File: src/verilog/lsb_pkg.sv
// Purpose: Constants and types for the logic, shift, bit and branch slice
// Assumes: Operations arrive already decoded from the surrounding core
// Notes:   Opcode encodings live outside this slice
package lsb_pkg;
    // ==========================================
    // Widths
    localparam int DATA_W   = 8;
    localparam int ADDR_W   = 7;
    localparam int BIT_W    = 3;
    localparam int PC_W     = 15;
    localparam int OFFS_W   = 9;
    localparam int MSB_POS  = 7;
    // ==========================================
    // Reset values and PC step
    localparam logic [7:0]  ACC_RST  = 8'h00;
    localparam logic [14:0] PC_RST   = 15'h0000;
    localparam logic [14:0] PC_STEP  = 15'h0001;
    localparam logic [7:0]  ZERO_8   = 8'h00;
    // ==========================================
    // Decoded operations
    typedef enum logic [3:0] {
        LSB_OP_NONE,
        LSB_OP_AND_LITERAL_ACC,
        LSB_OP_AND_ACC_WITH_FILE,
        LSB_OP_ARITH_SHIFT_RIGHT_FILE,
        LSB_OP_BIT_CLEAR_FILE,
        LSB_OP_BIT_SET_FILE,
        LSB_OP_RELATIVE_BRANCH_LITERAL,
        LSB_OP_RELATIVE_BRANCH_ACC,
        LSB_OP_BIT_TEST_SKIP_CLEAR
    } lsb_op_t;
endpackage

File: src/verilog/lsb_alu.sv
// Purpose: Combinational data path of the slice
// Assumes: Operands valid in the cycle the operation is issued
// Notes:   No state; flags reported with change strobes
`timescale 1ns/1ps
`default_nettype none
module lsb_alu
(
    input  wire logic [3:0] op,
    input  wire logic [7:0] acc,
    input  wire logic [7:0] file_data,
    input  wire logic [7:0] literal,
    input  wire logic [2:0] bit_sel,
    output logic      [7:0] result,
    output logic            result_valid,
    output logic            zero_upd,
    output logic            carry_upd,
    output logic            carry_val,
    output logic            bit_value
);
    // ==========================================
    // Operation results
    wire logic [7:0] mask_w    = 8'h01 << bit_sel;
    wire logic [7:0] and_lit_w = acc & literal;
    wire logic [7:0] and_f_w   = acc & file_data;
    wire logic [7:0] asr_w     = {file_data[lsb_pkg::MSB_POS], file_data[7:1]};
    wire logic [7:0] bcf_w     = file_data & ~mask_w;
    wire logic [7:0] bsf_w     = file_data | mask_w;
    wire lsb_pkg::lsb_op_t op_e = lsb_pkg::lsb_op_t'(op);

    assign result = (op_e == lsb_pkg::LSB_OP_AND_LITERAL_ACC)      ? and_lit_w :
                    (op_e == lsb_pkg::LSB_OP_AND_ACC_WITH_FILE)    ? and_f_w   :
                    (op_e == lsb_pkg::LSB_OP_ARITH_SHIFT_RIGHT_FILE) ? asr_w   :
                    (op_e == lsb_pkg::LSB_OP_BIT_CLEAR_FILE)       ? bcf_w     :
                    (op_e == lsb_pkg::LSB_OP_BIT_SET_FILE)         ? bsf_w     :
                    lsb_pkg::ZERO_8;
    assign result_valid = (op_e == lsb_pkg::LSB_OP_AND_LITERAL_ACC)
                       || (op_e == lsb_pkg::LSB_OP_AND_ACC_WITH_FILE)
                       || (op_e == lsb_pkg::LSB_OP_ARITH_SHIFT_RIGHT_FILE)
                       || (op_e == lsb_pkg::LSB_OP_BIT_CLEAR_FILE)
                       || (op_e == lsb_pkg::LSB_OP_BIT_SET_FILE);
    // Only logic and shift touch zero; bit ops leave flags alone
    assign zero_upd  = (op_e == lsb_pkg::LSB_OP_AND_LITERAL_ACC)
                    || (op_e == lsb_pkg::LSB_OP_AND_ACC_WITH_FILE)
                    || (op_e == lsb_pkg::LSB_OP_ARITH_SHIFT_RIGHT_FILE);
    assign carry_upd = (op_e == lsb_pkg::LSB_OP_ARITH_SHIFT_RIGHT_FILE);
    assign carry_val = file_data[0];
    assign bit_value = file_data[bit_sel];
endmodule
`default_nettype wire

File: src/verilog/lsb_exec.sv
// Purpose: Executes the decoded logic, shift, bit and branch operations
// Assumes: Core issues op with issue high; file_data is the addressed register
// Notes:   Two-cycle operations hold busy for the second, no-op cycle
// Behaviour
// - Literal AND into accumulator, only zero flag changes
// - File AND with accumulator, 7-bit address, only zero flag changes
// - Destination bit zero writes accumulator, one writes file register
// - Arithmetic shift right keeps MSB, old LSB to carry, updates C and Z
// - Shift destination bit selects accumulator or source file register
// - Bit clear zeroes one indexed bit, flags untouched
// - Bit set forces one indexed bit, flags untouched
// - Literal branch loads next address plus signed 9-bit offset
// - Accumulator branch adds unsigned accumulator to next address
// - Both branch forms take two instruction cycles
// - Clear tested bit discards next instruction, two cycles total
// - Set tested bit lets next instruction run; flags never change
// - PC change or true test costs two cycles, second is no-op
`timescale 1ns/1ps
`default_nettype none
module lsb_exec
#(
    parameter int ADDR_W = 7,
    parameter int BIT_W  = 3,
    parameter int PC_W   = 15
)
(
    input  wire logic        clk,
    input  wire logic        reset_n,
    input  wire logic        issue,
    input  wire logic [3:0]  op,
    input  wire logic        dest_file,
    input  wire logic [6:0]  file_addr,
    input  wire logic [2:0]  bit_sel,
    input  wire logic [7:0]  literal,
    input  wire logic [8:0]  branch_offset,
    input  wire logic [7:0]  file_data,
    input  wire logic [14:0] next_pc,
    output logic      [7:0]  acc_ff,
    output logic             zero_ff,
    output logic             carry_ff,
    output logic             file_we_ff,
    output logic      [6:0]  file_wr_addr_ff,
    output logic      [7:0]  file_wr_data_ff,
    output logic             pc_load_ff,
    output logic      [14:0] pc_target_ff,
    output logic             discard_next_ff,
    output logic             busy_ff
);
    // ==========================================
    // Elaboration check
    // Port widths are fixed, so only the documented sizes are served
    if (lsb_pkg::DATA_W != 8 || lsb_pkg::OFFS_W != 9
        || ADDR_W != lsb_pkg::ADDR_W || BIT_W != lsb_pkg::BIT_W || PC_W != lsb_pkg::PC_W)
    begin : g_bad_width
        $error("Slice serves only 8-bit data and 9-bit offsets");
    end

    typedef enum logic {LSB_ST_RUN, LSB_ST_NOP} lsb_state_t;
    lsb_state_t state_ff;
    lsb_state_t nxt_state;

    wire logic [7:0] alu_result;
    wire logic       alu_valid;
    wire logic       alu_zero_upd;
    wire logic       alu_carry_upd;
    wire logic       alu_carry_val;
    wire logic       alu_bit;

    // ==========================================
    // Data path
    lsb_alu u_alu
    (
        .op           (op),
        .acc          (acc_ff),
        .file_data    (file_data),
        .literal      (literal),
        .bit_sel      (bit_sel),
        .result       (alu_result),
        .result_valid (alu_valid),
        .zero_upd     (alu_zero_upd),
        .carry_upd    (alu_carry_upd),
        .carry_val    (alu_carry_val),
        .bit_value    (alu_bit)
    );

    // ==========================================
    // Decode of the issued operation
    // Ops issued during the no-op cycle are ignored; core must wait on busy
    wire logic go = issue && (state_ff == LSB_ST_RUN);
    wire lsb_pkg::lsb_op_t op_e = lsb_pkg::lsb_op_t'(op);
    wire logic is_lit_and = (op_e == lsb_pkg::LSB_OP_AND_LITERAL_ACC);
    wire logic is_bitop   = (op_e == lsb_pkg::LSB_OP_BIT_CLEAR_FILE)
                         || (op_e == lsb_pkg::LSB_OP_BIT_SET_FILE);
    wire logic is_bra     = (op_e == lsb_pkg::LSB_OP_RELATIVE_BRANCH_LITERAL);
    wire logic is_brw     = (op_e == lsb_pkg::LSB_OP_RELATIVE_BRANCH_ACC);
    wire logic is_skip    = (op_e == lsb_pkg::LSB_OP_BIT_TEST_SKIP_CLEAR);
    // Literal AND always goes to W; bit ops always back to file
    wire logic to_file = alu_valid && !is_lit_and && (is_bitop || dest_file);
    wire logic to_acc  = alu_valid && !to_file;
    wire logic skip_taken = is_skip && !alu_bit;
    wire logic branch     = is_bra || is_brw;
    wire logic two_cycle  = go && (branch || skip_taken);

    // Sign extension of the 9-bit literal to PC width
    wire logic [14:0] offs_lit = {{(lsb_pkg::PC_W - lsb_pkg::OFFS_W){branch_offset[8]}},
                                  branch_offset};
    wire logic [14:0] offs_acc = {{(lsb_pkg::PC_W - lsb_pkg::DATA_W){1'b0}}, acc_ff};
    wire logic [14:0] nxt_target = next_pc + (is_bra ? offs_lit : offs_acc);
    wire logic        nxt_zero   = (alu_result == lsb_pkg::ZERO_8);

    assign nxt_state = two_cycle ? LSB_ST_NOP : LSB_ST_RUN;

    // ==========================================
    // State and architectural registers
    always_ff @(posedge clk or negedge reset_n)
    begin
        if (!reset_n)
        begin
            state_ff <= LSB_ST_RUN;
            busy_ff  <= 1'b0;
        end
        else
        begin
            state_ff <= nxt_state;
            busy_ff  <= two_cycle;
        end
    end

    always_ff @(posedge clk or negedge reset_n)
    begin
        if (!reset_n)
        begin
            acc_ff   <= lsb_pkg::ACC_RST;
            zero_ff  <= 1'b0;
            carry_ff <= 1'b0;
        end
        else if (go)
        begin
            if (to_acc)
            begin
                acc_ff <= alu_result;
            end
            if (alu_zero_upd)
            begin
                zero_ff <= nxt_zero;
            end
            if (alu_carry_upd)
            begin
                carry_ff <= alu_carry_val;
            end
        end
    end

    always_ff @(posedge clk or negedge reset_n)
    begin
        if (!reset_n)
        begin
            file_we_ff      <= 1'b0;
            file_wr_addr_ff <= 7'h00;
            file_wr_data_ff <= lsb_pkg::ZERO_8;
        end
        else
        begin
            file_we_ff <= go && to_file;
            if (go && to_file)
            begin
                file_wr_addr_ff <= file_addr;
                file_wr_data_ff <= alu_result;
            end
        end
    end

    always_ff @(posedge clk or negedge reset_n)
    begin
        if (!reset_n)
        begin
            pc_load_ff      <= 1'b0;
            pc_target_ff    <= lsb_pkg::PC_RST;
            discard_next_ff <= 1'b0;
        end
        else
        begin
            pc_load_ff      <= go && branch;
            discard_next_ff <= go && skip_taken;
            if (go && branch)
            begin
                pc_target_ff <= nxt_target;
            end
        end
    end

    // ==========================================
    // Checks
    a_and_lit_acc: assert property (@(posedge clk) disable iff (!reset_n)
        go && is_lit_and |=> acc_ff == ($past(acc_ff) & $past(literal)) && !file_we_ff)
        else $error("literal AND result wrong");
    a_zero_flag_set: assert property (@(posedge clk) disable iff (!reset_n)
        go && alu_zero_upd |=> zero_ff == ($past(alu_result) == 8'h00))
        else $error("zero flag wrong");
    a_dest_file_wr: assert property (@(posedge clk) disable iff (!reset_n)
        go && alu_valid && !is_lit_and && dest_file |=> file_we_ff && $stable(acc_ff))
        else $error("file destination not written");
    a_asr_carry_out: assert property (@(posedge clk) disable iff (!reset_n)
        go && op_e == lsb_pkg::LSB_OP_ARITH_SHIFT_RIGHT_FILE
        |=> carry_ff == $past(file_data[0]))
        else $error("shift carry wrong");
    a_bitop_flags_kept: assert property (@(posedge clk) disable iff (!reset_n)
        go && is_bitop |=> $stable(zero_ff) && $stable(carry_ff) && file_we_ff)
        else $error("bit op touched flags");
    a_bra_target_ok: assert property (@(posedge clk) disable iff (!reset_n)
        go && is_bra |=> pc_load_ff
        && pc_target_ff == 15'($past(next_pc) + 15'(signed'($past(branch_offset)))))
        else $error("literal branch target wrong");
    a_brw_target_ok: assert property (@(posedge clk) disable iff (!reset_n)
        go && is_brw |=> pc_target_ff == 15'($past(next_pc) + 15'($past(acc_ff))))
        else $error("acc branch target wrong");
    a_two_cycle_nop: assert property (@(posedge clk) disable iff (!reset_n)
        go && (branch || skip_taken) |=> busy_ff ##1 !busy_ff)
        else $error("second cycle not single no-op");
    a_skip_set_runs: assert property (@(posedge clk) disable iff (!reset_n)
        go && is_skip && alu_bit |=> !discard_next_ff && !busy_ff && $stable(zero_ff))
        else $error("set bit skipped");

    // ==========================================
    // Checks on results written back
    a_and_file_acc: assert property (@(posedge clk) disable iff (!reset_n)
        go && op_e == lsb_pkg::LSB_OP_AND_ACC_WITH_FILE && !dest_file
        |=> acc_ff == ($past(acc_ff) & $past(file_data))
            && !file_we_ff && $stable(carry_ff))
        else $error("file AND to accumulator wrong");
    a_and_file_wr: assert property (@(posedge clk) disable iff (!reset_n)
        go && op_e == lsb_pkg::LSB_OP_AND_ACC_WITH_FILE && dest_file
        |=> file_we_ff && file_wr_addr_ff == $past(file_addr)
            && file_wr_data_ff == ($past(acc_ff) & $past(file_data)))
        else $error("file AND write back wrong");
    a_dest_acc_kept: assert property (@(posedge clk) disable iff (!reset_n)
        go && alu_valid && !is_bitop && !dest_file
        |=> !file_we_ff && acc_ff == $past(alu_result))
        else $error("accumulator destination wrote file");
    a_file_wr_held: assert property (@(posedge clk) disable iff (!reset_n)
        !(go && to_file) |=> !file_we_ff
            && $stable(file_wr_addr_ff) && $stable(file_wr_data_ff))
        else $error("file write without operation");
    a_asr_to_acc: assert property (@(posedge clk) disable iff (!reset_n)
        go && op_e == lsb_pkg::LSB_OP_ARITH_SHIFT_RIGHT_FILE && !dest_file
        |=> acc_ff == {$past(file_data[7]), $past(file_data[7:1])} && !file_we_ff)
        else $error("shift into accumulator wrong");
    a_asr_to_file: assert property (@(posedge clk) disable iff (!reset_n)
        go && op_e == lsb_pkg::LSB_OP_ARITH_SHIFT_RIGHT_FILE && dest_file
        |=> file_we_ff && file_wr_addr_ff == $past(file_addr) && $stable(acc_ff)
            && file_wr_data_ff == {$past(file_data[7]), $past(file_data[7:1])})
        else $error("shift back into file wrong");
    a_bit_clear_ok: assert property (@(posedge clk) disable iff (!reset_n)
        go && op_e == lsb_pkg::LSB_OP_BIT_CLEAR_FILE
        |=> file_we_ff && file_wr_addr_ff == $past(file_addr) && $stable(acc_ff)
            && file_wr_data_ff == ($past(file_data) & ~(8'h01 << $past(bit_sel))))
        else $error("bit clear wrong");
    a_bit_set_ok: assert property (@(posedge clk) disable iff (!reset_n)
        go && op_e == lsb_pkg::LSB_OP_BIT_SET_FILE
        |=> file_we_ff && file_wr_addr_ff == $past(file_addr) && $stable(zero_ff)
            && file_wr_data_ff == ($past(file_data) | (8'h01 << $past(bit_sel))))
        else $error("bit set wrong");

    // ==========================================
    // Checks on status flags
    a_carry_only_asr: assert property (@(posedge clk) disable iff (!reset_n)
        !(go && alu_carry_upd) |=> $stable(carry_ff))
        else $error("carry changed outside shift");
    a_zero_only_logic: assert property (@(posedge clk) disable iff (!reset_n)
        !(go && alu_zero_upd) |=> $stable(zero_ff))
        else $error("zero changed by op that keeps flags");
    a_skip_no_flags: assert property (@(posedge clk) disable iff (!reset_n)
        go && is_skip |=> $stable(zero_ff) && $stable(carry_ff) && $stable(acc_ff)
            && !file_we_ff && !pc_load_ff)
        else $error("bit test changed state");

    // ==========================================
    // Checks on program flow
    a_pc_target_kept: assert property (@(posedge clk) disable iff (!reset_n)
        !(go && branch) |=> !pc_load_ff && $stable(pc_target_ff))
        else $error("target moved without branch");
    a_branch_keeps_state: assert property (@(posedge clk) disable iff (!reset_n)
        go && branch |=> $stable(acc_ff) && $stable(zero_ff) && $stable(carry_ff)
            && !file_we_ff)
        else $error("branch touched data or flags");
    a_branch_two_cyc: assert property (@(posedge clk) disable iff (!reset_n)
        go && branch |=> busy_ff && pc_load_ff && !discard_next_ff)
        else $error("branch not two cycles");
    a_skip_clear_taken: assert property (@(posedge clk) disable iff (!reset_n)
        go && is_skip && !file_data[bit_sel] |=> discard_next_ff && busy_ff && !pc_load_ff)
        else $error("clear bit not skipped");
    a_nop_cycle_idle: assert property (@(posedge clk) disable iff (!reset_n)
        state_ff == LSB_ST_NOP |=> !file_we_ff && !pc_load_ff && !discard_next_ff
            && $stable(acc_ff) && $stable(zero_ff) && $stable(carry_ff))
        else $error("no-op cycle did work");
    a_no_issue_idle: assert property (@(posedge clk) disable iff (!reset_n)
        !(go && (alu_valid || branch || is_skip)) |=> !file_we_ff && !pc_load_ff
            && !discard_next_ff && !busy_ff && $stable(acc_ff))
        else $error("idle cycle did work");
endmodule
`default_nettype wire

File: config.mk
export PLATFORM = sky130hd
export DESIGN_NAME = lsb_exec
export DESIGN_NICKNAME = d
export VERILOG_FILES = /design/src/verilog/lsb_pkg.sv /design/src/verilog/lsb_alu.sv /design/src/verilog/lsb_exec.sv
export SDC_FILE = /design/constraint.sdc
export NUM_CORES = 1
export LEC_CHECK = 0
export BUFFER_PORTS_ARGS = -buffer_cell sky130_fd_sc_hd__buf_4
export CORE_ASPECT_RATIO = 1.2
export CORE_UTILIZATION = 25
export CTS_CLUSTER_DIAMETER = 200
export DETAILED_ROUTE_END_ITERATION = 12
export PLACE_DENSITY = 0.45
export SLEW_MARGIN = 20
export SYNTH_ARGS = -nofsm -noshare
export SYNTH_HDL_FRONTEND = slang
export SYNTH_HIERARCHICAL = 1
export SYNTH_SLANG_ARGS = --single-unit
File: constraint.sdc
create_clock -name clk -period 2.52 [get_ports clk]
set_input_delay 0.504 -clock clk [delete_from_list [all_inputs] [get_ports clk]]
set_output_delay 0.504 -clock clk [all_outputs]
set_load 0.02 [all_outputs]
==> results of run 1 <==
## registers in the layout (all words and copies together) (netlist names)
name             flops
pc_load_ff           1
file_wr_addr_ff      7
carry_ff             1
busy_ff              1
zero_ff              1
acc_ff               8
file_we_ff           1
pc_target_ff        15
file_wr_data_ff      8
discard_next_ff      1
## metal layers
metal	track usage, %	routed length, um
met1	16.8	3700
met2	27.3	4650
met3	1.61	302
met4	3.62	90
met5	0	0
## final timing paths
kind / from / endpoint / slack (ns) / cells past startpoint
max: op[0] / pc_target_ff[14] / -0.38 / 12
max reg2reg: acc_ff[0] / pc_target_ff[14] / -0.03 / 10
min reg2reg: pc_target_ff[3] / pc_target_ff[3] / 0.49 / 2
min: reset_n / file_wr_addr_ff[6] / 0.21 / 1
max in group asynchronous: reset_n / pc_target_ff[14] / 1.92 / 1
min in group clk: file_addr[0] / file_wr_addr_ff[0] / 0.44 / 2
## what timing repair did
item,4_1_cts,5_1_grt
pin swaps,12,9
buffers inserted,7,1
setup endpoints to repair,9,9
resized for setup,23,5
## stage by stage
stage | power (mW) | std cells | hold WS (ns) | setup slack [ns] | TNS [ns]
3_5_place_dp | 1.89 | 561 | 0.464 | -0.800 | -6.43
6_report | 2.60 | 577 | 0.212 | -0.376 | -1.79
3_3_place_gp | 1.89 | 561 | 0.472 | -0.746 | -5.91
5_1_grt | 2.74 | 577 | 0.271 | -0.528 | -2.92
2_1_floorplan | 1.43 | 290 | 0.208 | -0.602 | -3.51
4_1_cts | 2.63 | 576 | 0.240 | -0.403 | -1.82
## layout make-up
| cell class | instances | area, sq um |
|---|---|---|
| clock buffers | 7 | 143 |
| fillers | 1182 | 7140 |
| repair buffers | 138 | 1050 |
| well taps | 157 | 196 |
| inverters | 5 | 18.8 |
| clock inverters | 1 | 7.51 |
| flip-flops and latches | 44 | 1100 |
| multi-input cells | 225 | 1900 |
## cells in the final DEF, fill, tap and decap left out, types with 3 or more instances in the layout
cell type,instances
sky130_fd_sc_hd__a21o_1,4
sky130_fd_sc_hd__a22oi_1,7
sky130_fd_sc_hd__and3b_1,3
sky130_fd_sc_hd__buf_4,133
sky130_fd_sc_hd__buf_6,5
sky130_fd_sc_hd__clkbuf_16,5
sky130_fd_sc_hd__dfrtp_1,44
sky130_fd_sc_hd__ha_1,4
sky130_fd_sc_hd__ha_4,6
sky130_fd_sc_hd__inv_1,5
sky130_fd_sc_hd__mux2_2,26
sky130_fd_sc_hd__mux2_4,6
sky130_fd_sc_hd__mux2i_1,9
sky130_fd_sc_hd__nand2_1,42
sky130_fd_sc_hd__nand2b_1,3
sky130_fd_sc_hd__nand3_1,4
sky130_fd_sc_hd__nand3b_1,3
sky130_fd_sc_hd__nand4_1,3
sky130_fd_sc_hd__nor2_1,13
sky130_fd_sc_hd__nor2b_1,3
sky130_fd_sc_hd__nor3_1,3
sky130_fd_sc_hd__nor3b_1,3
sky130_fd_sc_hd__o21ai_0,11
sky130_fd_sc_hd__o21ai_1,7
sky130_fd_sc_hd__o221ai_1,8
sky130_fd_sc_hd__xnor2_1,7
sky130_fd_sc_hd__xor2_1,5
## logic make-up after synthesis
logic type,synth area share [%]
simple gates,17.6
compound gates,14.7
mux,18.4
flops,37.2
buf+inv,3.60
xor+xnor,3.55
fa+ha+maj,4.91
## power groups by stage
stage,Combinational (mW),Clock [mW],Sequential (mW)
2_1_floorplan,0.349,0,1.08
3_3_place_gp,0.952,0,0.936
3_5_place_dp,0.957,0,0.935
4_1_cts,1.01,0.688,0.926
5_1_grt,1.09,0.715,0.939
6_report,1.01,0.669,0.924
==> impl_summary.log, run 1 <==
[metrics] Clock Skews: 0.00282 ns
[metrics] Routability Congestion: roughly 0.8
[metrics] clock transition at the registers of the reported paths: 0.06 ns
[metrics] RSZ-0062 raised after global routing: true
[metrics] final standard cell area without fillers: approximately 4400 sq um
[metrics] core box area: roughly 12000 sq um
[metrics] clock buffer depth: 2
[metrics] clk sink count: between 40 and 50
[metrics] die area: ~12000 sq um
[metrics] share of synthesized registers carrying an async set or reset: 100%
[metrics] Hold Path Class: primary input to async pin
[metrics] via count: 2679
[metrics] initial core utilization: 25.6%
[metrics] clock insertion delay at the later pin of the skew report: 0.28 ns
[metrics] violation count after the first detailed-routing iteration: 126
[metrics] fraction of layout instances using a drive strength above 1: 49.8%
[metrics] number of endpoints with negative hold slack in the final report: 0
[metrics] design internal power: 1.74 mW
[metrics] root buffer cell: sky130_fd_sc_hd__clkbuf_16
[metrics] power dissipated by switching net loads: 861 uW
[metrics] TritonRoute pass-1 iters: 4
[metrics] Worst Tran Pin Value: 0.567 ns
[metrics] wire length reported by the detailed router: 8.74 mm
[metrics] sequential power share: a little over a third
[metrics] antenna violations before repair: 0
[metrics] boundary pin count: ~100
[metrics] clock network power share: 25.8%
[metrics] Max Fanout on Critical Path: 4
[metrics] total CTS buffers: 5
[metrics] utilization after layout: 38.3%
[metrics] post-synthesis cell type count: 58
[metrics] number of diodes added for antenna fixing: 0
[metrics] arrival time at the worst endpoint: 3.06 ns
[metrics] Worst setup EP type: flip-flop
[metrics] area of the mapped netlist: 2960 sq um
[metrics] number of violations of the max-capacitance limit: 0
[metrics] IO buf count: 101
[metrics] CP required: 2.69 ns
[metrics] Slew headroom: ~62%
[metrics] Horiz. Die Dim: 101 um
[metrics] post-detailed-route via-to-cell ratio: 4.64
[metrics] global-route wire length before repair: approximately 14 mm
[metrics] Hold-fix buffers, CTS: 0
[metrics] most used standard cell by instance count after synthesis: sky130_fd_sc_hd__dfrtp_1
[metrics] Layout Nets: 488
[metrics] combinational power share: 38.7%
[metrics] critical path buffer and inverter count: 2
[metrics] combined global-route utilization of all metal layers: 14.4%
[metrics] number of routed nets with antenna violations: 0
[metrics] result of the run: finished, violations left
[metrics] number of failing setup endpoints in the final timing report: 8
[metrics] top cells by area in the synthesized netlist: sky130_fd_sc_hd__dfrtp_1, sky130_fd_sc_hd__mux2_2, sky130_fd_sc_hd__nand2_1, sky130_fd_sc_hd__ha_1, sky130_fd_sc_hd__mux2i_1
[metrics] shortest period the worst path allows: 2.90 ns
[metrics] share of the synthesized area in the top cell type: between 30% and 40%
[metrics] cell family contributing the most delay on the critical path: compound AO/OA/AOI/OAI gates
[metrics] worst voltage drop across the vdd grid: 342 uV
[metrics] post-synthesis register bit count: 44
[metrics] Synth Instances: 290
[metrics] Die Height: between 100 and 150 um
[metrics] most numerous cell types in the synthesized netlist: sky130_fd_sc_hd__dfrtp_1, sky130_fd_sc_hd__nand2_1, sky130_fd_sc_hd__mux2_2
[metrics] clock tree from TritonCTS: done
[metrics] Leakage: approximately 2.1 nW
[metrics] cell area reported after detailed placement: between 4000 and 5000 sq um
[metrics] power per cell area: 587 nW/um^2
[metrics] syn_area_per_cell: 10.2 sq um
[metrics] via count of the first global-routing pass: 2751
[metrics] largest stage delay on the critical path: 0.38 ns
[metrics] Critical Path, Cell by Cell: buf_6 -> and4bb_4 -> mux2_4 -> ha_4 -> fa_2 -> a211oi_2 -> o21ai_2 -> o31ai_4 -> buf_4 -> mux2i_4 -> xor2_1 -> o21ai_1
[metrics] fin worst setup slack: -0.376 ns
[metrics] Synth area leader: sky130_fd_sc_hd__dfrtp_1
[metrics] number of pins exceeding their max-slew limit in the final report: 0
[metrics] global route total overflow: 0
[metrics] violations in the final reports: negative setup slack
[metrics] net count of the mapped netlist: 359
[metrics] routed length per instance: approximately 15 um
[metrics] count of flip-flops with a built-in enable after synthesis: 0
[metrics] pin count of the biggest net entering global routing: between 40 and 50
[metrics] number of warnings printed during yosys synthesis: 6
[metrics] hpwl dp: 6.78 mm
[metrics] leading register cell type out of synthesis: sky130_fd_sc_hd__dfrtp_1
[metrics] DRC viols: 0
[metrics] top achievable clock speed: 345 MHz
[metrics] startpoint types: primary input
[metrics] Syn-to-layout area delta: 49.6%
[metrics] switching portion of total power: 33.1%
[metrics] count of standard-cell rows: 43
[metrics] CTS H-Tree Depth: 2
[metrics] Max stage delay cell, worst path: sky130_fd_sc_hd__and4bb_4
[metrics] share of the yosys chip area belonging to registers: roughly 37%
[metrics] type of the worst setup path: primary input to flip-flop
[metrics] fraction of the cycle the final worst path needs: 115%
Note: power is estimated with default switching activity, not from simulation.
==> run 2, diff against run 1 <==
--- a/config.mk
+++ b/config.mk
@@ -11,6 +11,7 @@
 export CTS_CLUSTER_DIAMETER = 200
 export DETAILED_ROUTE_END_ITERATION = 12
 export PLACE_DENSITY = 0.45
+export REMOVE_ABC_BUFFERS = 1
 export SLEW_MARGIN = 20
 export SYNTH_ARGS = -nofsm -noshare
 export SYNTH_HDL_FRONTEND = slang
==> run 2 against run 1 <==
The run still ends with negative setup slack left. Via count grew 0.78%. Maximum frequency grew 5.7%. Critical path depth down 1. Total power is 4.0% higher. Flip-flop and latch count unchanged. Clock skew increased by 0.0012 ns. Global-route usage grew 0.52 points. Die area unchanged. Design area is 0.45% lower.
==> impl_summary.log, run 2 (synthesis results as in run 1) <==
[metrics] result of the run: finished, violations left (unchanged)
[metrics] violations in the final reports: negative setup slack (unchanged)
[metrics] die area: 12300 sq um (unchanged)
[metrics] number of failing setup endpoints in the final timing report: 8 (unchanged)
[metrics] fin worst setup slack: -0.220 ns (was -0.376 ns)
[metrics] core box area: 11600 sq um (unchanged)
[metrics] total CTS buffers: 5 (unchanged)
[metrics] hpwl dp: 6.93 mm (was 6.78 mm)
[metrics] cell area reported after detailed placement: 4060 sq um (was 4070 sq um)
[metrics] largest register by flop count: pc_target_ff (unchanged)
[metrics] Syn-to-layout area delta: 48.9% (was 49.6%)
[metrics] shortest period the worst path allows: 2.74 ns (was 2.90 ns)
[metrics] number of routed nets with antenna violations: 0 (unchanged)
[metrics] Seq. cell area: 1100 sq um (unchanged)
[metrics] largest registers: pc_target_ff: 15 flops, acc_ff: 8 flops, file_wr_data_ff: 8 flops (unchanged)
[metrics] leading cell type in the layout, fill and taps excluded: sky130_fd_sc_hd__buf_4 (unchanged)
[metrics] critical path buffer and inverter count: 1 (was 2)
[metrics] WL met3: 559 um (was 302 um)
[metrics] largest stage delay on the critical path: 0.37 ns (was 0.38 ns)
[metrics] TritonRoute pass-1 iters: 4 (unchanged)
[metrics] Leakage: 2.12 nW (was 2.10 nW)
[metrics] launch instance of the worst register-to-register path: acc_ff[0] (unchanged)
[metrics] Max stage delay cell, worst path: sky130_fd_sc_hd__and4bb_4 (unchanged)
[metrics] arrival time at the worst endpoint: 2.91 ns (was 3.06 ns)
[metrics] Routability Congestion: 0.813 (was 0.811)
[metrics] number of violations of the max-capacitance limit: 0 (unchanged)
[metrics] Hold-fix buffers, CTS: 0 (unchanged)
[metrics] Clock Skews: 0.00403 ns (was 0.00282 ns)
[metrics] Horiz. Die Dim: 101 um (unchanged)
[metrics] combined global-route utilization of all metal layers: 14.9% (was 14.4%)
[metrics] Layout Nets: 487 (was 488)
[metrics] Max Fanout on Critical Path: 4 (unchanged)
[metrics] top achievable clock speed: 365 MHz (was 345 MHz)
[metrics] CTS H-Tree Depth: 2 (unchanged)
[metrics] clock tree from TritonCTS: done (unchanged)
[metrics] pin count of the biggest net entering global routing: 45 (unchanged)
[metrics] cell family contributing the most delay on the critical path: compound AO/OA/AOI/OAI gates (unchanged)
[metrics] via count of the first global-routing pass: 2705 (was 2751)
[metrics] number of diodes added for antenna fixing: 0 (unchanged)
[metrics] CP required: 2.69 ns (about the same)
[metrics] wire length reported by the detailed router: 8.99 mm (was 8.74 mm)
[metrics] Worst Tran Pin Value: 0.584 ns (was 0.567 ns)
[metrics] type of the worst setup path: primary input to flip-flop (unchanged)
[metrics] clock insertion delay at the later pin of the skew report: 0.29 ns (was 0.28 ns)
[metrics] root buffer cell: sky130_fd_sc_hd__clkbuf_16 (unchanged)
[metrics] Die Height: 121 um (unchanged)
[metrics] number of endpoints with negative hold slack in the final report: 0 (unchanged)
[metrics] boundary pin count: 102 (unchanged)
[metrics] Hold Path Class: primary input to async pin (unchanged)
[metrics] worst setup path startpoint: op[3] (was op[0])
[metrics] Post-Place Worst Slack: -0.692 ns (was -0.800 ns)
[metrics] fraction of the cycle the final worst path needs: 109% (was 115%)
[metrics] utilization after layout: 38.1% (was 38.3%)
[metrics] fraction of layout instances using a drive strength above 1: 48.9% (was 49.8%)
[metrics] Metal-1 WL: 3.73 mm (was 3.70 mm)
[metrics] Slew headroom: 61.1% (was 62.2%)
[metrics] wire length on met2: 4.58 mm (was 4.65 mm)
[metrics] post-detailed-route via-to-cell ratio: 4.69 (was 4.64)
[metrics] Worst setup EP type: flip-flop (unchanged)
[metrics] worst voltage drop across the vdd grid: 305 uV (was 342 uV)
[metrics] filler instances: 1191 (was 1182)
[metrics] clk sink count: 44 (unchanged)
[metrics] antenna violations before repair: 0 (unchanged)
[metrics] uppermost routed layer: met4 (unchanged)
[metrics] global route total overflow: 0 (unchanged)
[metrics] clock transition at the registers of the reported paths: 0.07 ns (was 0.06 ns)
[metrics] violation count after the first detailed-routing iteration: 51 (was 126)
[metrics] initial core utilization: 25.6% (unchanged)
[metrics] area of the multi-input gates: 1880 sq um (was 1900 sq um)
[metrics] startpoint types: primary input (unchanged)
[metrics] Critical Path, Cell by Cell: buf_6 -> and4bb_4 -> mux2_4 -> ha_4 -> fa_2 -> a211oi_2 -> o21ai_2 -> o31ai_4 -> mux2i_1 -> xor2_1 -> o21ai_1 (was buf_6 -> and4bb_4 -> mux2_4 -> ha_4 -> fa_2 -> a211oi_2 -> o21ai_2 -> o31ai_4 -> buf_4 -> mux2i_4 -> xor2_1 -> o21ai_1)
[metrics] max FFs per register: 15 (unchanged)
[metrics] DRC viols: 0 (unchanged)
[metrics] power per cell area: 614 nW/um^2 (was 587 nW/um^2)
[metrics] routed length per instance: 15.6 um (was 15.1 um)
[metrics] IO buf count: 101 (unchanged)
[metrics] final standard cell area without fillers: 4410 sq um (was 4430 sq um)
[metrics] number of pins exceeding their max-slew limit in the final report: 0 (unchanged)
[metrics] global-route wire length before repair: 14.0 mm (was 13.7 mm)
[metrics] count of standard-cell rows: 43 (unchanged)
[metrics] RSZ-0062 raised after global routing: true (unchanged)
[metrics] via count: 2700 (was 2679)
[metrics] leading cell types in the layout, fill and taps excluded: sky130_fd_sc_hd__buf_4, sky130_fd_sc_hd__dfrtp_1, sky130_fd_sc_hd__nand2_1, sky130_fd_sc_hd__mux2_2, sky130_fd_sc_hd__nor2_1 (unchanged)
[metrics] clock buffer depth: 2 (unchanged)
==> run 2: cell types whose count changed in the layout (fill, tap and decap cells not counted), moves of 2 or more <==
cell / change
sky130_fd_sc_hd__buf_4: +2
sky130_fd_sc_hd__o2bb2ai_2: -2
sky130_fd_sc_hd__mux2i_1: +3
sky130_fd_sc_hd__buf_6: -4
sky130_fd_sc_hd__mux2i_2: -2
==> run 2: final cells by class <==
| class | count | share of cell area, % |
|---|---|---|
| Multi-Input combinational cell | 225 | 42.6 |
| Sequential cell | 44 | 25.0 |
| Timing Repair Buffer | 137 | 23.6 |
| Tap cell | 157 | 4.46 |
| Clock buffer | 5 | 2.84 |
| Clock inverter | 3 | 1.05 |
| Inverter | 5 | 0.426 |
==> run 2: metrics by stage <==
step / setup TNS, ns / total power, mW / hold WS [ns] / instances
2_1_floorplan: -3.51 / 1.41 / 0.208 / 274
3_3_place_gp: -5.99 / 1.90 / 0.470 / 563
3_5_place_dp: -6.23 / 1.90 / 0.475 / 563
4_1_cts: -1.34 / 2.72 / 0.248 / 573
5_1_grt: -2.17 / 2.85 / 0.261 / 576
6_report: -1.10 / 2.70 / 0.207 / 576
==> run 2: final timing paths <==
path | end | cells after the start | slack [ns]
min reg2reg | pc_target_ff[8] | 2 | 0.49
max | pc_target_ff[14] | 11 | -0.22
min | pc_target_ff[11] | 1 | 0.21
max in group asynchronous | file_wr_data_ff[5] | 1 | 1.90
max reg2reg | pc_target_ff[14] | 9 | 0.12
min in group clk | file_wr_addr_ff[0] | 2 | 0.43
==> run 2: report_power, final <==
group	switching [mW]	internal [mW]	total [mW]
registers	0.0807	0.837	0.918
clock network	0.298	0.472	0.770
logic	0.509	0.508	1.02
==> run 2: routing by layer <==
metal,GRT usage [%],vias to the layer above
li1,-,1313
met1,18.0,1293
met2,26.3,87
met3,3.28,7
met4,4.08,0
met5,0,-
==> run 2: worst register-to-register path: cells and delay by family (launching register included) <==
kind                       cells  cell delay, ns
muxes                          2            0.54
xor gates and xnor gates       1            0.16
AOI/OAI and AO/OA              4            0.69
adders and majority gates      2            0.50
DFF                            1            0.38
==> run 2: timing repair <==
item,in CTS,in global routing
cloned,0,0
endpoints found under the hold margin,0,0
pin swaps,5,6
gates resized for setup,18,10
buffers inserted,2,3
endpoints found under the setup margin,10,9
